### src/design/asrw_pkg.sv
// Purpose: shared constants and types of the result word serializer
// Assumes: 100 MHz system clock, 32-bit read-out frame
// Notes:   timing counts derive from these
package asrw_pkg;

    ////////////////////////////////////////
    // clocking
    localparam int unsigned CLOCK_HZ        = 100_000_000;
    localparam int unsigned CLOCK_PERIOD_NS = 10;

    ////////////////////////////////////////
    // frame layout
    localparam int unsigned FRAME_BITS    = 32;
    localparam int unsigned WORD_BITS     = 30;
    localparam int unsigned EOC_POS       = 31;
    localparam int unsigned FILLER_POS    = 30;
    localparam int unsigned SIGN_POS      = 29;
    localparam int unsigned MSB_POS       = 28;
    localparam int unsigned LSB_POS       = 5;
    localparam int unsigned LAST_FALL_IDX = 31;
    localparam logic        FILLER_VALUE  = 1'b0;
    localparam logic        EOC_BUSY      = 1'b1;
    localparam logic        EOC_DONE      = 1'b0;
    localparam logic [FRAME_BITS-1:0] SHIFT_RESET = 32'h8000_0000;

    ////////////////////////////////////////
    // result range and clamp codes
    localparam int                   RAW_MAX   = 268_435_455;
    localparam int                   RAW_MIN   = -268_435_456;
    localparam logic [WORD_BITS-1:0] CLAMP_POS = 30'h3000_0000;
    localparam logic [WORD_BITS-1:0] CLAMP_NEG = 30'h0FFF_FFFF;

    ////////////////////////////////////////
    // conversion clock
    localparam int unsigned NOTCH_DIVIDE    = 2560;
    localparam int unsigned NOTCH_60_HZ     = 60;
    localparam int unsigned NOTCH_50_HZ     = 50;
    localparam int unsigned OSC_DIV_60      = CLOCK_HZ / (NOTCH_60_HZ * NOTCH_DIVIDE);
    localparam int unsigned OSC_DIV_50      = CLOCK_HZ / (NOTCH_50_HZ * NOTCH_DIVIDE);
    localparam int unsigned CONV_TICKS      = 10278;
    localparam int unsigned EXT_MIN_FREQ_HZ = 2560;
    localparam int unsigned EXT_MAX_PERIOD  = CLOCK_HZ / EXT_MIN_FREQ_HZ;
    localparam int unsigned EXT_LOSS_CYCLES = 2 * EXT_MAX_PERIOD;

    ////////////////////////////////////////
    // internally generated serial clock
    localparam int unsigned SCK_HALF_NS     = 26_000;
    localparam int unsigned SCK_HALF_CYCLES = SCK_HALF_NS / CLOCK_PERIOD_NS;

    ////////////////////////////////////////
    // cycle states
    typedef enum logic [2:0] {
        ST_CONVERT = 3'b001,
        ST_SLEEP   = 3'b010,
        ST_OUTPUT  = 3'b100
    } asrw_state_type;

endpackage

### src/design/asrw_sync.sv
// Purpose: two-flop synchroniser for asynchronous pins
// Assumes: inputs are slow against the system clock
// Notes:   first stage feeds the second stage only
`timescale 1ns/10ps
module asrw_sync #(
    parameter int unsigned      WIDTH       = 1,
    parameter logic [WIDTH-1:0] RESET_VALUE = '0
) (
    input  wire logic             clock,
    input  wire logic             rst,
    input  wire logic [WIDTH-1:0] asyncIn,
    output logic      [WIDTH-1:0] syncOut
);

    logic [WIDTH-1:0] stage1_q;

    always_ff @(posedge clock or posedge rst) begin
        if (rst) begin
            stage1_q <= RESET_VALUE;
            syncOut  <= RESET_VALUE;
        end else begin
            stage1_q <= asyncIn;
            syncOut  <= stage1_q;
        end
    end

endmodule // asrw_sync

### src/design/asrw_buffer.sv
// Purpose: two-entry valid/ready buffer between filter and serializer
// Assumes: single clock
// Notes:   inReady drops when both entries hold words
`timescale 1ns/10ps
module asrw_buffer #(
    parameter int unsigned WIDTH = 30
) (
    input  wire logic             clock,
    input  wire logic             rst,
    input  wire logic             inValid,
    output logic                  inReady,
    input  wire logic [WIDTH-1:0] inData,
    output logic                  outValid,
    input  wire logic             outReady,
    output logic      [WIDTH-1:0] outData
);

    logic [WIDTH-1:0] mem_q [2];
    logic             wrPtr_q;
    logic             rdPtr_q;
    logic [1:0]       count_q;
    logic             push;
    logic             pop;

    assign inReady  = (count_q != 2'd2);
    assign outValid = (count_q != 2'd0);
    assign outData  = mem_q[rdPtr_q];
    assign push     = inValid & inReady;
    assign pop      = outValid & outReady;

    always_ff @(posedge clock or posedge rst) begin
        if (rst) begin
            mem_q[0] <= '0;
            mem_q[1] <= '0;
            wrPtr_q  <= 1'b0;
        end else if (push) begin
            mem_q[wrPtr_q] <= inData;
            wrPtr_q        <= ~wrPtr_q;
        end
    end

    always_ff @(posedge clock or posedge rst) begin
        if (rst) begin
            rdPtr_q <= 1'b0;
        end else if (pop) begin
            rdPtr_q <= ~rdPtr_q;
        end
    end

    always_ff @(posedge clock or posedge rst) begin
        if (rst) begin
            count_q <= 2'd0;
        end else if (push && !pop) begin
            count_q <= count_q + 2'd1;
        end else if (pop && !push) begin
            count_q <= count_q - 2'd1;
        end
    end

endmodule // asrw_buffer

### src/design/adc_result_word_serializer.sv
// Purpose: formats results and shifts them out on a 3-wire link,
//          and times conversions from an internal or external clock
// Assumes: pins are asynchronous; filter results arrive on
//          a valid/ready port as signed raw codes in sub-lsb units
// Notes:   serial clock edges pass the synchroniser, so the external
//          serial clock must be far slower than the system clock
//
// Behaviour
// - frame is 32 bits: three status bits, result, then sub-lsb bits
// - 24-bit result sits in bits 28 to 5, msb first; bits 4-0 sub-lsb
// - bit 31 is active-low done flag: high converting, low when finished
// - with chip select low in convert or sleep, drive done flag in real time
// - bit 30 is always a low filler bit
// - bit 29 is sign: high for zero or positive, low for negative
// - overrange shows bits 29,28 high; underrange shows both low
// - zero, minus one lsb, overrange and underrange give the tabled codes
// - clamp to plus full scale plus one lsb, minus full scale minus one
// - chip select high: data output released, serial clock ignored
// - host samples bit 31 first rise; device shifts next bit each fall
// - bit 0 goes out on the 31st falling serial clock edge
// - 32nd falling edge drives output high as the next done flag
// - internal oscillator: select low gives 60 hz notch, high 50 hz
// - selection changes touch at most the conversion in progress
// - detect toggling select pin as external clock, stop internal oscillator
// - external clock: one conversion spans ticks setting notch at f/2560
// - no external clock: re-enable internal oscillator automatically
// - clock source change spoils at most the running conversion
// - source change during internal serial clock keeps data valid
// - sleep while chip select high; present result at once when low
// - output ends after 32 bits or chip select high, then convert
`timescale 1ns/10ps
module adc_result_word_serializer
    import asrw_pkg::*;
#(
    parameter int unsigned RAW_WIDTH       = 32,
    parameter int unsigned CONV_TICK_COUNT = asrw_pkg::CONV_TICKS,
    parameter int unsigned EXT_LOSS_WINDOW = asrw_pkg::EXT_LOSS_CYCLES
) (
    input  wire logic                        clock,
    input  wire logic                        rst,
    input  wire logic                        chipSelectN,
    input  wire logic                        serialClockIn,
    output logic                             serialClockOut,
    output logic                             serialClockOe,
    output logic                             serialDataOut,
    output logic                             serialDataOe,
    input  wire logic                        rejectionSelectClockPin,
    input  wire logic                        internalSckMode,
    input  wire logic                        filterValid,
    output logic                             filterReady,
    input  wire logic signed [RAW_WIDTH-1:0] filterRaw,
    output logic                             internalOscEnable,
    output logic                             externalClockActive,
    output logic                             rejection50Hz,
    output logic                             conversionBusy
);

    import asrw_pkg::*;

    ////////////////////////////////////////
    // declarations

    localparam logic [2:0] SYNC_RESET = 3'b001;

    logic [2:0]            pinSync;
    logic                  chipSelectSyncN;
    logic                  sclkSync;
    logic                  rejSync;
    logic                  sclkPrev_q;
    logic                  rejPrev_q;
    logic                  extFall;
    logic                  extRise;
    logic                  csLow;

    asrw_state_type        state_q;
    logic [FRAME_BITS-1:0] shift_q;
    logic [4:0]            fallCount_q;
    logic                  sckFall;

    logic [11:0]           sckHalfCount_q;
    logic                  sclkGen_q;
    logic                  sckHalfTick;
    logic                  genFall;
    logic                  genRun;

    logic                  rej50_q;
    logic [9:0]            oscCount_q;
    logic [9:0]            oscLimit;
    logic                  oscTick;
    logic                  extActive_q;
    logic                  seenEdge_q;
    logic [31:0]           gapCount_q;
    logic                  convTick;
    logic [31:0]           convCount_q;
    logic                  timerDone_q;

    logic [WORD_BITS-1:0]  formattedWord;
    logic                  bufValid;
    logic [WORD_BITS-1:0]  bufData;
    logic                  bufPop;

    ////////////////////////////////////////
    // pin synchronisers and edge detection

    asrw_sync #(
        .WIDTH      (3),
        .RESET_VALUE(SYNC_RESET)
    ) u_pin_sync (
        .clock  (clock),
        .rst    (rst),
        .asyncIn({rejectionSelectClockPin, serialClockIn, chipSelectN}),
        .syncOut(pinSync)
    );

    assign chipSelectSyncN = pinSync[0];
    assign sclkSync        = pinSync[1];
    assign rejSync         = pinSync[2];
    assign csLow           = ~chipSelectSyncN;

    always_ff @(posedge clock or posedge rst) begin
        if (rst) begin
            sclkPrev_q <= 1'b0;
            rejPrev_q  <= 1'b0;
        end else begin
            sclkPrev_q <= sclkSync;
            rejPrev_q  <= rejSync;
        end
    end

    // external serial clock only counts while selected
    assign extFall = sclkPrev_q & ~sclkSync & csLow & ~internalSckMode;
    assign extRise = rejSync & ~rejPrev_q;

    ////////////////////////////////////////
    // result formatting and buffer

    // the raw code already carries sign at bit 29 and msb at bit 28
    function automatic logic [WORD_BITS-1:0] format_word(
        input logic signed [RAW_WIDTH-1:0] raw
    );
        if (raw > RAW_MAX) begin
            return CLAMP_POS;
        end else if (raw < RAW_MIN) begin
            return CLAMP_NEG;
        end else begin
            return {~raw[SIGN_POS], raw[MSB_POS:0]};
        end
    endfunction

    assign formattedWord = format_word(filterRaw);

    // a stalled read-out holds the filter off, no word lost
    asrw_buffer #(
        .WIDTH(WORD_BITS)
    ) u_result_buffer (
        .clock   (clock),
        .rst     (rst),
        .inValid (filterValid),
        .inReady (filterReady),
        .inData  (formattedWord),
        .outValid(bufValid),
        .outReady(bufPop),
        .outData (bufData)
    );

    assign bufPop = (state_q == ST_CONVERT) & timerDone_q & bufValid;

    ////////////////////////////////////////
    // external conversion clock detection

    always_ff @(posedge clock or posedge rst) begin
        if (rst) begin
            extActive_q <= 1'b0;
            seenEdge_q  <= 1'b0;
            gapCount_q  <= 32'h0000_0000;
        end else if (extRise) begin
            // one level flip is a selection, two close edges a clock
            if (seenEdge_q && (gapCount_q < EXT_LOSS_WINDOW)) begin
                extActive_q <= 1'b1;
            end
            seenEdge_q <= 1'b1;
            gapCount_q <= 32'h0000_0000;
        end else if (gapCount_q >= EXT_LOSS_WINDOW) begin
            extActive_q <= 1'b0;
            seenEdge_q  <= 1'b0;
        end else begin
            gapCount_q <= gapCount_q + 32'h0000_0001;
        end
    end

    ////////////////////////////////////////
    // rejection selection and internal oscillator

    // latched outside conversion only, so no result is spoilt
    always_ff @(posedge clock or posedge rst) begin
        if (rst) begin
            rej50_q <= 1'b0;
        end else if ((state_q != ST_CONVERT) && !extActive_q) begin
            rej50_q <= rejSync;
        end
    end

    assign oscLimit = rej50_q ? 10'(OSC_DIV_50 - 1) : 10'(OSC_DIV_60 - 1);
    assign oscTick  = ~extActive_q & (oscCount_q == oscLimit);

    always_ff @(posedge clock or posedge rst) begin
        if (rst) begin
            oscCount_q <= 10'h000;
        end else if (extActive_q || oscCount_q >= oscLimit) begin
            oscCount_q <= 10'h000;
        end else begin
            oscCount_q <= oscCount_q + 10'h001;
        end
    end

    // a source switch skews only the running conversion
    assign convTick = extActive_q ? extRise : oscTick;

    ////////////////////////////////////////
    // conversion timer

    always_ff @(posedge clock or posedge rst) begin
        if (rst) begin
            convCount_q <= 32'h0000_0000;
            timerDone_q <= 1'b0;
        end else if (state_q != ST_CONVERT) begin
            convCount_q <= 32'h0000_0000;
            timerDone_q <= 1'b0;
        end else if (convTick && !timerDone_q) begin
            if (convCount_q >= CONV_TICK_COUNT - 1) begin
                timerDone_q <= 1'b1;
            end
            convCount_q <= convCount_q + 32'h0000_0001;
        end
    end

    ////////////////////////////////////////
    // internal serial clock generator

    assign genRun      = internalSckMode & csLow & (state_q == ST_OUTPUT);
    assign sckHalfTick = genRun & (sckHalfCount_q == 12'(SCK_HALF_CYCLES - 1));
    assign genFall     = sckHalfTick & sclkGen_q;

    // runs off the system clock, immune to source switches
    always_ff @(posedge clock or posedge rst) begin
        if (rst) begin
            sckHalfCount_q <= 12'h000;
            sclkGen_q      <= 1'b0;
        end else if (!genRun) begin
            sckHalfCount_q <= 12'h000;
            sclkGen_q      <= 1'b0;
        end else if (sckHalfTick) begin
            sckHalfCount_q <= 12'h000;
            sclkGen_q      <= ~sclkGen_q;
        end else begin
            sckHalfCount_q <= sckHalfCount_q + 12'h001;
        end
    end

    assign sckFall = internalSckMode ? genFall : extFall;

    ////////////////////////////////////////
    // cycle state and output shift register

    always_ff @(posedge clock or posedge rst) begin
        if (rst) begin
            state_q     <= ST_CONVERT;
            shift_q     <= SHIFT_RESET;
            fallCount_q <= 5'd0;
        end else begin
            unique case (state_q)
                ST_CONVERT: begin
                    fallCount_q <= 5'd0;
                    if (bufPop) begin
                        // done flag drops the moment the word is in place
                        shift_q <= {EOC_DONE, FILLER_VALUE, bufData};
                        state_q <= ST_SLEEP;
                    end else begin
                        shift_q[EOC_POS] <= EOC_BUSY;
                    end
                end
                ST_SLEEP: begin
                    fallCount_q <= 5'd0;
                    if (csLow) begin
                        state_q <= ST_OUTPUT;
                    end
                end
                ST_OUTPUT: begin
                    if (!csLow) begin
                        shift_q <= SHIFT_RESET;
                        state_q <= ST_CONVERT;
                    end else if (sckFall) begin
                        if (fallCount_q == 5'(LAST_FALL_IDX)) begin
                            shift_q <= SHIFT_RESET;
                            state_q <= ST_CONVERT;
                        end else begin
                            shift_q     <= {shift_q[FRAME_BITS-2:0], 1'b0};
                            fallCount_q <= fallCount_q + 5'd1;
                        end
                    end
                end
                default: begin
                    shift_q <= SHIFT_RESET;
                    state_q <= ST_CONVERT;
                end
            endcase
        end
    end

    ////////////////////////////////////////
    // pin drivers and status

    always_ff @(posedge clock or posedge rst) begin
        if (rst) begin
            serialDataOe <= 1'b0;
        end else begin
            serialDataOe <= csLow;
        end
    end

    assign serialDataOut       = shift_q[EOC_POS];
    assign serialClockOut      = sclkGen_q;
    assign serialClockOe       = internalSckMode;
    assign internalOscEnable   = ~extActive_q;
    assign externalClockActive = extActive_q;
    assign rejection50Hz       = rej50_q;
    assign conversionBusy      = (state_q == ST_CONVERT);

endmodule // adc_result_word_serializer

### config.mk
export PLATFORM = sky130hd
export DESIGN_NAME = adc_result_word_serializer
export DESIGN_NICKNAME = d
export VERILOG_FILES = /design/src/design/asrw_pkg.sv /design/src/design/asrw_sync.sv /design/src/design/asrw_buffer.sv /design/src/design/adc_result_word_serializer.sv
export SDC_FILE = /design/constraint.sdc
export NUM_CORES = 1
export LEC_CHECK = 0
export BUFFER_PORTS_ARGS = -buffer_cell sky130_fd_sc_hd__buf_2
export CELL_PAD_IN_SITES_DETAIL_PLACEMENT = 1
export CELL_PAD_IN_SITES_GLOBAL_PLACEMENT = 2
export CORE_MARGIN = 4
export CORE_UTILIZATION = 38
export CTS_CLUSTER_SIZE = 20
export DETAILED_ROUTE_END_ITERATION = 10
export HOLD_SLACK_MARGIN = 0.08
export PLACE_DENSITY_LB_ADDON = 0.25
export SKIP_LAST_GASP = 1
export SLEW_MARGIN = 20
export SYNTH_ARGS = -nofsm -noshare
export SYNTH_HDL_FRONTEND = slang
export SYNTH_HIERARCHICAL = 1
export SYNTH_SLANG_ARGS = --single-unit
### constraint.sdc
create_clock -name clock -period 5.4 [get_ports clock]
set_input_delay 1.62 -clock clock [delete_from_list [all_inputs] [get_ports clock]]
set_output_delay 1.62 -clock clock [all_outputs]
set_load 0.01 [all_outputs]
==> run_summary.xml, run 1 <==
<?xml version="1.0" encoding="UTF-8"?>
<metrics>
  <group name="run_status">
    <metric name="run_status" unit="">completed</metric>
  </group>
  <group name="floorplan">
    <metric name="rows" unit="">59</metric>
    <metric name="die_height" unit="µm">172</metric>
    <metric name="fp.dieW" unit="µm">172</metric>
    <metric name="placeableCoreArea" unit="µm²">26200</metric>
    <metric name="floorplan.initialDensity" unit="%">38.8</metric>
    <metric name="area_enclosed_by_the_die_boundary" unit="µm²">29500</metric>
    <metric name="ioPinCount" unit="">48</metric>
  </group>
  <group name="timing">
    <metric name="finalCritPeriodShare" unit="%">66.4</metric>
    <metric name="unrepaired_setup_endpoints_after_global_routing" unit="">no</metric>
    <metric name="timing.setup.tns" unit="ps">0</metric>
    <metric name="timing.slew.headroom" unit="%">27.1</metric>
    <metric name="post-route-min-period" unit="ps">3590</metric>
    <metric name="setup_ws" unit="ps">1810</metric>
    <metric name="skew" unit="ps">13.1</metric>
    <metric name="hold_viol_final" unit="">0</metric>
    <metric name="final-max-slew-violation-count" unit="">0</metric>
    <metric name="holdWs" unit="ps">345</metric>
    <metric name="setup_violations" unit="">0</metric>
    <metric name="max_clock_freq" unit="MHz">279</metric>
    <metric name="worst-slew-pin-transition" unit="ps">1090</metric>
  </group>
  <group name="clock_tree">
    <metric name="cts_resized" unit="">0</metric>
    <metric name="post_cts_hold_buffer_count" unit="">0</metric>
    <metric name="clkSinkCount" unit="">204</metric>
    <metric name="htree_num_levels" unit="">1</metric>
    <metric name="cts.reportedPaths.clkPinSlew" unit="ps">60</metric>
    <metric name="cts_tree" unit="">done</metric>
    <metric name="clockRootBuffer" unit="">sky130_fd_sc_hd__clkbuf_16</metric>
    <metric name="cts.repair_timing.setup_buffer_count" unit="">0</metric>
    <metric name="cts.path.max_buffers" unit="">3</metric>
    <metric name="clkLatencyLatePin" unit="ps">520</metric>
    <metric name="cts_buffers" unit="">25</metric>
  </group>
  <group name="yosys">
    <metric name="yosysSeqAreaShare" unit="%">50.2</metric>
    <metric name="post_synth_fa_ha_maj_area_fraction" unit="%">1.72</metric>
    <metric name="ys_dominant_reg_cell" unit="">sky130_fd_sc_hd__dfrtp_1</metric>
    <metric name="synth_simple_gate_area_share" unit="%">14.4</metric>
    <metric name="synth.lib_cells_used.distinct" unit="">63</metric>
    <metric name="synth_nets" unit="">923</metric>
    <metric name="netlist_area" unit="µm²">10200</metric>
    <metric name="synthDominantAreaCellType" unit="">sky130_fd_sc_hd__dfrtp_1</metric>
    <metric name="syn_avg_cell_area" unit="µm²">11.7</metric>
    <metric name="syn_inst" unit="">870</metric>
    <metric name="yosys-mux-area-fraction" unit="%">16.3</metric>
    <metric name="synth_top_family_by_area" unit="">multiplexers</metric>
    <metric name="yosys_register_bits" unit="">204</metric>
    <metric name="netlist_top_cells_area" unit="">sky130_fd_sc_hd__dfrtp_1, sky130_fd_sc_hd__mux2_4, sky130_fd_sc_hd__mux2_2</metric>
    <metric name="synth_largest_type_area_fraction" unit="%">49.2</metric>
    <metric name="number_of_enable_flip_flop_cells_after_synthesis" unit="">0</metric>
    <metric name="synth_compound_gate_area_share" unit="%">9.67</metric>
    <metric name="synth.yosys.warnings" unit="">6</metric>
    <metric name="yosys.area_share.xor_xnor" unit="%">4.22</metric>
    <metric name="asyncSetResetFlopFracSynth" unit="%">100</metric>
  </group>
  <group name="final_layout">
    <metric name="final_design_area_no_fill" unit="µm²">11600</metric>
    <metric name="post_route_cells_drive_above_1_share" unit="%">27.2</metric>
    <metric name="layout-area-overhead-vs-synth" unit="%">13.9</metric>
    <metric name="fillCellCount" unit="">2742</metric>
    <metric name="regArea" unit="µm²">5110</metric>
    <metric name="post_layout_nonfiller_instances" unit="">1266</metric>
    <metric name="layout.core_utilization" unit="%">44.2</metric>
    <metric name="layout_nets" unit="">965</metric>
    <metric name="antenna_cells_inserted" unit="">0</metric>
    <metric name="multi_input_area" unit="µm²">4750</metric>
  </group>
  <group name="worst_setup_path">
    <metric name="r2r_slack" unit="ps">2230</metric>
    <metric name="path_class" unit="">flop to output port</metric>
    <metric name="timing.reg2reg.worst_path_depth" unit="">7</metric>
    <metric name="crit_path_max_fanout" unit="">33</metric>
    <metric name="worstPathCellList" unit="">nand2b_1 &gt; or2_2 &gt; buf_4 &gt; inv_2 &gt; buf_2</metric>
    <metric name="timing.rr.end" unit="">shift_q[21]</metric>
    <metric name="timing.rr.start" unit="">sckHalfCount_q[0]</metric>
    <metric name="crit_path_max_delay_cell_type" unit="">sky130_fd_sc_hd__dfstp_2</metric>
    <metric name="worst_setup_path_start_kind" unit="">flop</metric>
    <metric name="worst-endpoint-required" unit="ps">3780</metric>
    <metric name="cp_slowest_stage_delay" unit="ps">540</metric>
    <metric name="arrival" unit="ps">1970</metric>
    <metric name="critical_path.endpoint_type" unit="">output port</metric>
  </group>
  <group name="global_routing">
    <metric name="first_global_vias" unit="">7424</metric>
    <metric name="wire_length_of_the_first_global_routing_pass" unit="µm">39200</metric>
    <metric name="grt_use_total" unit="%">16.1</metric>
    <metric name="grt_start_max_net_pins" unit="">81</metric>
    <metric name="grt_antenna_before_repair" unit="">0</metric>
    <metric name="overflow" unit="">0</metric>
  </group>
  <group name="power">
    <metric name="vdd_drop_max" unit="µV">340</metric>
    <metric name="internal_power" unit="mW">3.61</metric>
    <metric name="p_leak" unit="nW">5.41</metric>
    <metric name="clock_network_fraction_of_total_power" unit="%">37.1</metric>
    <metric name="power-per-cell-area" unit="nW/µm²">417</metric>
    <metric name="totalPowerFinal" unit="mW">4.84</metric>
    <metric name="combPwrFrac" unit="%">21.8</metric>
    <metric name="part_of_the_total_power_dissipated_in_sequential_elements" unit="%">41.1</metric>
    <metric name="switching_share" unit="%">25.5</metric>
    <metric name="power.net_switching" unit="mW">1.23</metric>
  </group>
  <group name="drt">
    <metric name="detailedRoute.firstPassIterationCount" unit="">4</metric>
    <metric name="drc" unit="">0</metric>
    <metric name="dr_vias" unit="">6768</metric>
    <metric name="route.antenna.remaining_nets" unit="">0</metric>
    <metric name="avgRoutedWirePerCell" unit="µm">18.1</metric>
    <metric name="route.final.wire_length" unit="µm">22900</metric>
    <metric name="route.detailed.vias_per_inst" unit="">5.35</metric>
    <metric name="first_iter_violations" unit="">285</metric>
  </group>
  <group name="min_path">
    <metric name="hold_path_end" unit="">u_pin_sync/syncOut[1]</metric>
    <metric name="hold_crit_path_type" unit="">flop to flop</metric>
    <metric name="hp-start" unit="">u_pin_sync/stage1_q[1]</metric>
    <metric name="timing.hold.worst_path_depth" unit="">0</metric>
  </group>
  <group name="placement">
    <metric name="detailed_place_hpwl" unit="µm">14600</metric>
    <metric name="buffer_ports.inserted" unit="">47</metric>
    <metric name="postPlaceCellArea" unit="µm²">10700</metric>
    <metric name="placement.setup.worst_slack" unit="ps">1620</metric>
    <metric name="place_inst" unit="">1220</metric>
    <metric name="replace_congestion" unit="">0.751</metric>
  </group>
  <group name="run">
    <metric name="drv.max_cap_violation_count" unit="">0</metric>
  </group>
</metrics>
worst max-delay path by stage:
stage / start / end / slack [ps]
after floorplan: rst / convCount_q[0] / 200
after CTS: state_q[0] / conversionBusy / 1760
after global routing: state_q[0] / conversionBusy / 1720
after global placement: internalSckMode / shift_q[29] / 1690
after detailed placement: internalSckMode / shift_q[21] / 1620
final: state_q[0] / conversionBusy / 1810
worst max-delay path, delay by kind of cell, from the launching register on:
kind | cells | cell delay [ps]
AND/OR/NAND/NOR | 2 | 350
buffers and inverters | 3 | 540
flip-flops | 1 | 540
power groups by stage:
stage / Sequential (mW) / Combinational, mW / Clock (mW)
final: 1.99 / 1.05 / 1.80
after global routing: 2.03 / 1.15 / 1.92
after CTS: 1.99 / 1.07 / 1.85
after detailed placement: 2.01 / 1.07 / 0
after global placement: 2.00 / 1.05 / 0
after floorplan: 1.95 / 0.935 / 0
per-layer routing:
| layer | global-route usage [%] | part of all wire (%) | wire length, µm | vias up |
|---|---|---|---|---|
| li1 | - | - | - | 3214 |
| met1 | 22.3 | 48 | 11000 | 3476 |
| met2 | 27.1 | 48 | 11000 | 52 |
| met3 | 2.37 | 2.5 | 566 | 26 |
| met4 | 3.00 | 1.6 | 365 | 0 |
| met5 | 0 | 0 | 0 | - |
synth_stat cells, types with 14 or more instances:
cell	number
sky130_fd_sc_hd__nand4_1	20
sky130_fd_sc_hd__nor4_1	14
sky130_fd_sc_hd__nor3_1	22
sky130_fd_sc_hd__a22o_1	28
sky130_fd_sc_hd__o21ai_0	20
sky130_fd_sc_hd__a21oi_1	18
sky130_fd_sc_hd__mux2_2	59
sky130_fd_sc_hd__nand3_1	25
sky130_fd_sc_hd__nor2_1	62
sky130_fd_sc_hd__xnor2_1	31
sky130_fd_sc_hd__inv_1	22
sky130_fd_sc_hd__a21o_1	30
sky130_fd_sc_hd__and2_1	19
sky130_fd_sc_hd__xor2_1	18
sky130_fd_sc_hd__mux2_4	60
sky130_fd_sc_hd__dfrtp_1	200
sky130_fd_sc_hd__nand2_1	46
sky130_fd_sc_hd__ha_1	14
sky130_fd_sc_hd__clkbuf_1	26
logic make-up after synthesis:
group           Yosys count
simple gates            274
flops                   204
compound gates          133
mux                     128
buf+inv                  68
xor+xnor                 49
fa+ha+maj                14
placed cells by master, fill, tap and decap left out, types with 5 or more instances in the layout:
cell type and n:
sky130_fd_sc_hd__mux2i_1 9, sky130_fd_sc_hd__nor2_1 62, sky130_fd_sc_hd__a22o_1 28, sky130_fd_sc_hd__nor3_1 20, sky130_fd_sc_hd__nand3_1 25, sky130_fd_sc_hd__and2_1 19
sky130_fd_sc_hd__a21o_1 30, sky130_fd_sc_hd__o21ai_0 20, sky130_fd_sc_hd__nand2b_1 10, sky130_fd_sc_hd__clkbuf_16 25, sky130_fd_sc_hd__clkinv_2 8, sky130_fd_sc_hd__and4_1 10
sky130_fd_sc_hd__nand2_1 46, sky130_fd_sc_hd__bufinv_16 5, sky130_fd_sc_hd__buf_2 47, sky130_fd_sc_hd__inv_1 20, sky130_fd_sc_hd__a21oi_1 18, sky130_fd_sc_hd__xor2_1 18
sky130_fd_sc_hd__nor4_1 14, sky130_fd_sc_hd__mux2_4 60, sky130_fd_sc_hd__and3_1 9, sky130_fd_sc_hd__ha_1 14, sky130_fd_sc_hd__xnor2_1 31, sky130_fd_sc_hd__a31o_2 7
sky130_fd_sc_hd__mux2_2 59, sky130_fd_sc_hd__nand4_1 20, sky130_fd_sc_hd__or3_1 11, sky130_fd_sc_hd__dfrtp_1 199, sky130_fd_sc_hd__buf_4 13
final cells by class:
class | count | share of cell area (%)
sequential | 204 | 44.1
multi-input combinational | 598 | 41.0
clock buffer | 31 | 5.85
tap | 335 | 3.61
timing repair buffer | 60 | 2.87
clock inverter | 15 | 1.81
inverter | 23 | 0.798
registers in the layout, indices dropped and copies added, names as in the netlist, 2 cells and up:
register / count
gapCount_q: 32
fallCount_q: 5
shift_q: 32
u_result_buffer/count_q: 2
u_pin_sync/syncOut: 3
oscCount_q: 10
u_result_buffer/mem_q: 60
u_pin_sync/stage1_q: 3
sckHalfCount_q: 12
state_q: 3
convCount_q: 32
(Power assumes the default switching activity.)
==> run 2, diff against run 1 <==
--- a/config.mk
+++ b/config.mk
@@ -9,7 +9,7 @@
 export CELL_PAD_IN_SITES_DETAIL_PLACEMENT = 1
 export CELL_PAD_IN_SITES_GLOBAL_PLACEMENT = 2
 export CORE_MARGIN = 4
-export CORE_UTILIZATION = 38
+export CORE_UTILIZATION = 42
 export CTS_CLUSTER_SIZE = 20
 export DETAILED_ROUTE_END_ITERATION = 10
 export HOLD_SLACK_MARGIN = 0.08
==> constraint.sdc (replaced) <==
create_clock -name clock -period 3.5 [get_ports clock]
set_input_delay 1.05 -clock clock [delete_from_list [all_inputs] [get_ports clock]]
set_output_delay 1.05 -clock clock [all_outputs]
set_load 0.01 [all_outputs]
==> run_summary.xml, run 2 (synthesized netlist as in run 1, its figures left out) <==
<?xml version="1.0" encoding="UTF-8"?>
<metrics>
  <group name="worst_setup_path">
    <metric name="worst_setup_path_start_kind" unit="">flop</metric>
    <metric name="r2r_slack" unit="ps">840</metric>
    <metric name="critical_path.endpoint_type" unit="">output port</metric>
    <metric name="crit_path_max_delay_cell_type" unit="">sky130_fd_sc_hd__dfstp_2</metric>
    <metric name="crit_path_max_fanout" unit="">8</metric>
    <metric name="arrival" unit="ps">1770</metric>
    <metric name="worst-endpoint-required" unit="ps">2450</metric>
    <metric name="worstPathCellList" unit="">nand2b_1 &gt; or2_2 &gt; inv_2 &gt; buf_2</metric>
    <metric name="cpLargestDelayFamily" unit="">flip-flops</metric>
    <metric name="wp_buf_inv" unit="">2</metric>
    <metric name="timing.rr.start" unit="">sckHalfCount_q[0]</metric>
    <metric name="path_class" unit="">flop to output port</metric>
    <metric name="worst_setup_path_startpoint" unit="">state_q[0]</metric>
    <metric name="cp_slowest_stage_delay" unit="ps">540</metric>
  </group>
  <group name="final_layout">
    <metric name="layout_nets" unit="">966</metric>
    <metric name="most-common-layout-cells" unit="">sky130_fd_sc_hd__dfrtp_1, sky130_fd_sc_hd__nor2_1, sky130_fd_sc_hd__mux2_4</metric>
    <metric name="layout-area-overhead-vs-synth" unit="%">13.6</metric>
    <metric name="fillCellCount" unit="">2561</metric>
    <metric name="post_route_cells_drive_above_1_share" unit="%">26.8</metric>
    <metric name="post_layout_nonfiller_instances" unit="">1249</metric>
    <metric name="layout.core_utilization" unit="%">48.8</metric>
    <metric name="most_frequent_standard_cell_in_the_layout_excluding_fill_and_tap_cells" unit="">sky130_fd_sc_hd__dfrtp_1</metric>
    <metric name="largest_register_ffs" unit="">60</metric>
    <metric name="antenna_cells_inserted" unit="">0</metric>
    <metric name="regArea" unit="µm²">5110</metric>
    <metric name="registers.top_by_ff_count" unit="">u_result_buffer/mem_q</metric>
    <metric name="multi_input_area" unit="µm²">4740</metric>
  </group>
  <group name="timing">
    <metric name="holdWs" unit="ps">351</metric>
    <metric name="hold_viol_final" unit="">0</metric>
    <metric name="timing.setup.tns" unit="ps">0</metric>
    <metric name="post-route-min-period" unit="ps">2820</metric>
    <metric name="finalCritPeriodShare" unit="%">80.6</metric>
    <metric name="setup_violations" unit="">0</metric>
    <metric name="skew" unit="ps">16.5</metric>
    <metric name="unrepaired_setup_endpoints_after_global_routing" unit="">no</metric>
    <metric name="final-max-slew-violation-count" unit="">0</metric>
    <metric name="timing.slew.headroom" unit="%">41.3</metric>
    <metric name="setup_ws" unit="ps">680</metric>
    <metric name="max_clock_freq" unit="MHz">355</metric>
    <metric name="worst-slew-pin-transition" unit="ps">880</metric>
  </group>
  <group name="global_routing">
    <metric name="grt_start_max_net_pins" unit="">108</metric>
    <metric name="wire_length_of_the_first_global_routing_pass" unit="µm">39800</metric>
    <metric name="grt_antenna_before_repair" unit="">0</metric>
    <metric name="first_global_vias" unit="">7680</metric>
    <metric name="grt_use_total" unit="%">18.0</metric>
    <metric name="overflow" unit="">0</metric>
  </group>
  <group name="power">
    <metric name="vdd_drop_max" unit="µV">311</metric>
    <metric name="power-per-cell-area" unit="nW/µm²">642</metric>
    <metric name="p_leak" unit="nW">5.41</metric>
  </group>
  <group name="clock_tree">
    <metric name="post_cts_hold_buffer_count" unit="">0</metric>
    <metric name="cts_buffers" unit="">24</metric>
    <metric name="htree_num_levels" unit="">1</metric>
    <metric name="cts.repair_timing.setup_buffer_count" unit="">0</metric>
    <metric name="cts.reportedPaths.clkPinSlew" unit="ps">60</metric>
    <metric name="cts.path.max_buffers" unit="">3</metric>
    <metric name="clkLatencyLatePin" unit="ps">510</metric>
    <metric name="clkSinkCount" unit="">204</metric>
    <metric name="cts_resized" unit="">0</metric>
    <metric name="cts_tree" unit="">done</metric>
    <metric name="clockRootBuffer" unit="">sky130_fd_sc_hd__clkbuf_16</metric>
  </group>
  <group name="floorplan">
    <metric name="die_height" unit="µm">164</metric>
    <metric name="rows" unit="">56</metric>
    <metric name="area_enclosed_by_the_die_boundary" unit="µm²">26800</metric>
    <metric name="fp.dieW" unit="µm">164</metric>
    <metric name="floorplan.initialDensity" unit="%">43.0</metric>
    <metric name="placeableCoreArea" unit="µm²">23700</metric>
    <metric name="ioPinCount" unit="">48</metric>
  </group>
  <group name="drt">
    <metric name="drc" unit="">0</metric>
    <metric name="met2RoutedLength" unit="µm">11800</metric>
    <metric name="detailedRoute.firstPassIterationCount" unit="">4</metric>
    <metric name="route.antenna.remaining_nets" unit="">0</metric>
    <metric name="dr.max_layer_used" unit="">met4</metric>
    <metric name="dr_vias" unit="">6865</metric>
    <metric name="route.detailed.vias_per_inst" unit="">5.50</metric>
    <metric name="met1Wirelength" unit="µm">10500</metric>
    <metric name="first_iter_violations" unit="">272</metric>
    <metric name="met3_length" unit="µm">517</metric>
    <metric name="route.final.wire_length" unit="µm">23300</metric>
    <metric name="avgRoutedWirePerCell" unit="µm">18.6</metric>
  </group>
  <group name="run">
    <metric name="drv.max_cap_violation_count" unit="">0</metric>
  </group>
  <group name="placement">
    <metric name="detailed_place_hpwl" unit="µm">15200</metric>
    <metric name="replace_congestion" unit="">0.817</metric>
    <metric name="buffer_ports.inserted" unit="">47</metric>
    <metric name="place_inst" unit="">1206</metric>
    <metric name="placement.setup.worst_slack" unit="ps">771</metric>
  </group>
  <group name="min_path">
    <metric name="hold_crit_path_type" unit="">flop to flop</metric>
    <metric name="hp-start" unit="">u_pin_sync/stage1_q[2]</metric>
  </group>
  <group name="run_status">
    <metric name="run_status" unit="">completed</metric>
  </group>
</metrics>
==> run 2: through the flow <==
step / area, µm² / power [mW]
floorplan: 10200 / 4.45
global route: 11600 / 7.83
CTS: 11600 / 7.53
detailed placement: 10700 / 4.77
global placement: 10700 / 4.68
finish: 11600 / 7.43
==> run 2: power breakdown <==
part	total, mW	leakage [nW]	switching [mW]	internal [mW]
Combinational	1.66	2.36	0.623	1.04
Sequential	3.07	2.62	0.289	2.78
Clock	2.69	0.427	0.972	1.72
Total	7.43	5.41	1.88	5.54
==> run 2: layout make-up <==
cell class / count / area share [%]
clock buffers: 34 / 6.22
clock inverters: 9 / 1.28
inverters: 23 / 0.779
multi-input cells: 598 / 41.0
flip-flops and latches: 204 / 44.2
well taps: 319 / 3.45
repair buffers: 62 / 3.12
==> run 2: worst register-to-register path: cells and delay by family (launching register included) <==
| family | cells | cell delay, ps |
|---|---|---|
| AND/OR/NAND/NOR | 2 | 440 |
| adder cells (fa/ha/maj) | 1 | 300 |
| flip-flops | 1 | 410 |
| AO/OA/AOI/OAI | 2 | 590 |
| multiplexers | 1 | 420 |
| buffers and inverters | 1 | 380 |
==> run 2: path summary, 6_finish.rpt <==
check / endpoint / depth (start not counted)
max reg2reg: shift_q[13] / 7
max in group asynchronous: u_result_buffer/mem_q[45] / 3
min in group asynchronous: u_pin_sync/stage1_q[2] / 2
max: conversionBusy / 4
min: u_pin_sync/syncOut[2] / 0
min reg2reg: u_pin_sync/syncOut[2] / 0
==> run 2: routing by layer <==
metal  GRT usage [%]  up-vias
li1                -     3205
met2            32.2       68
met5               0        -
met3            2.33       39
met1            23.2     3553
met4            4.23        0
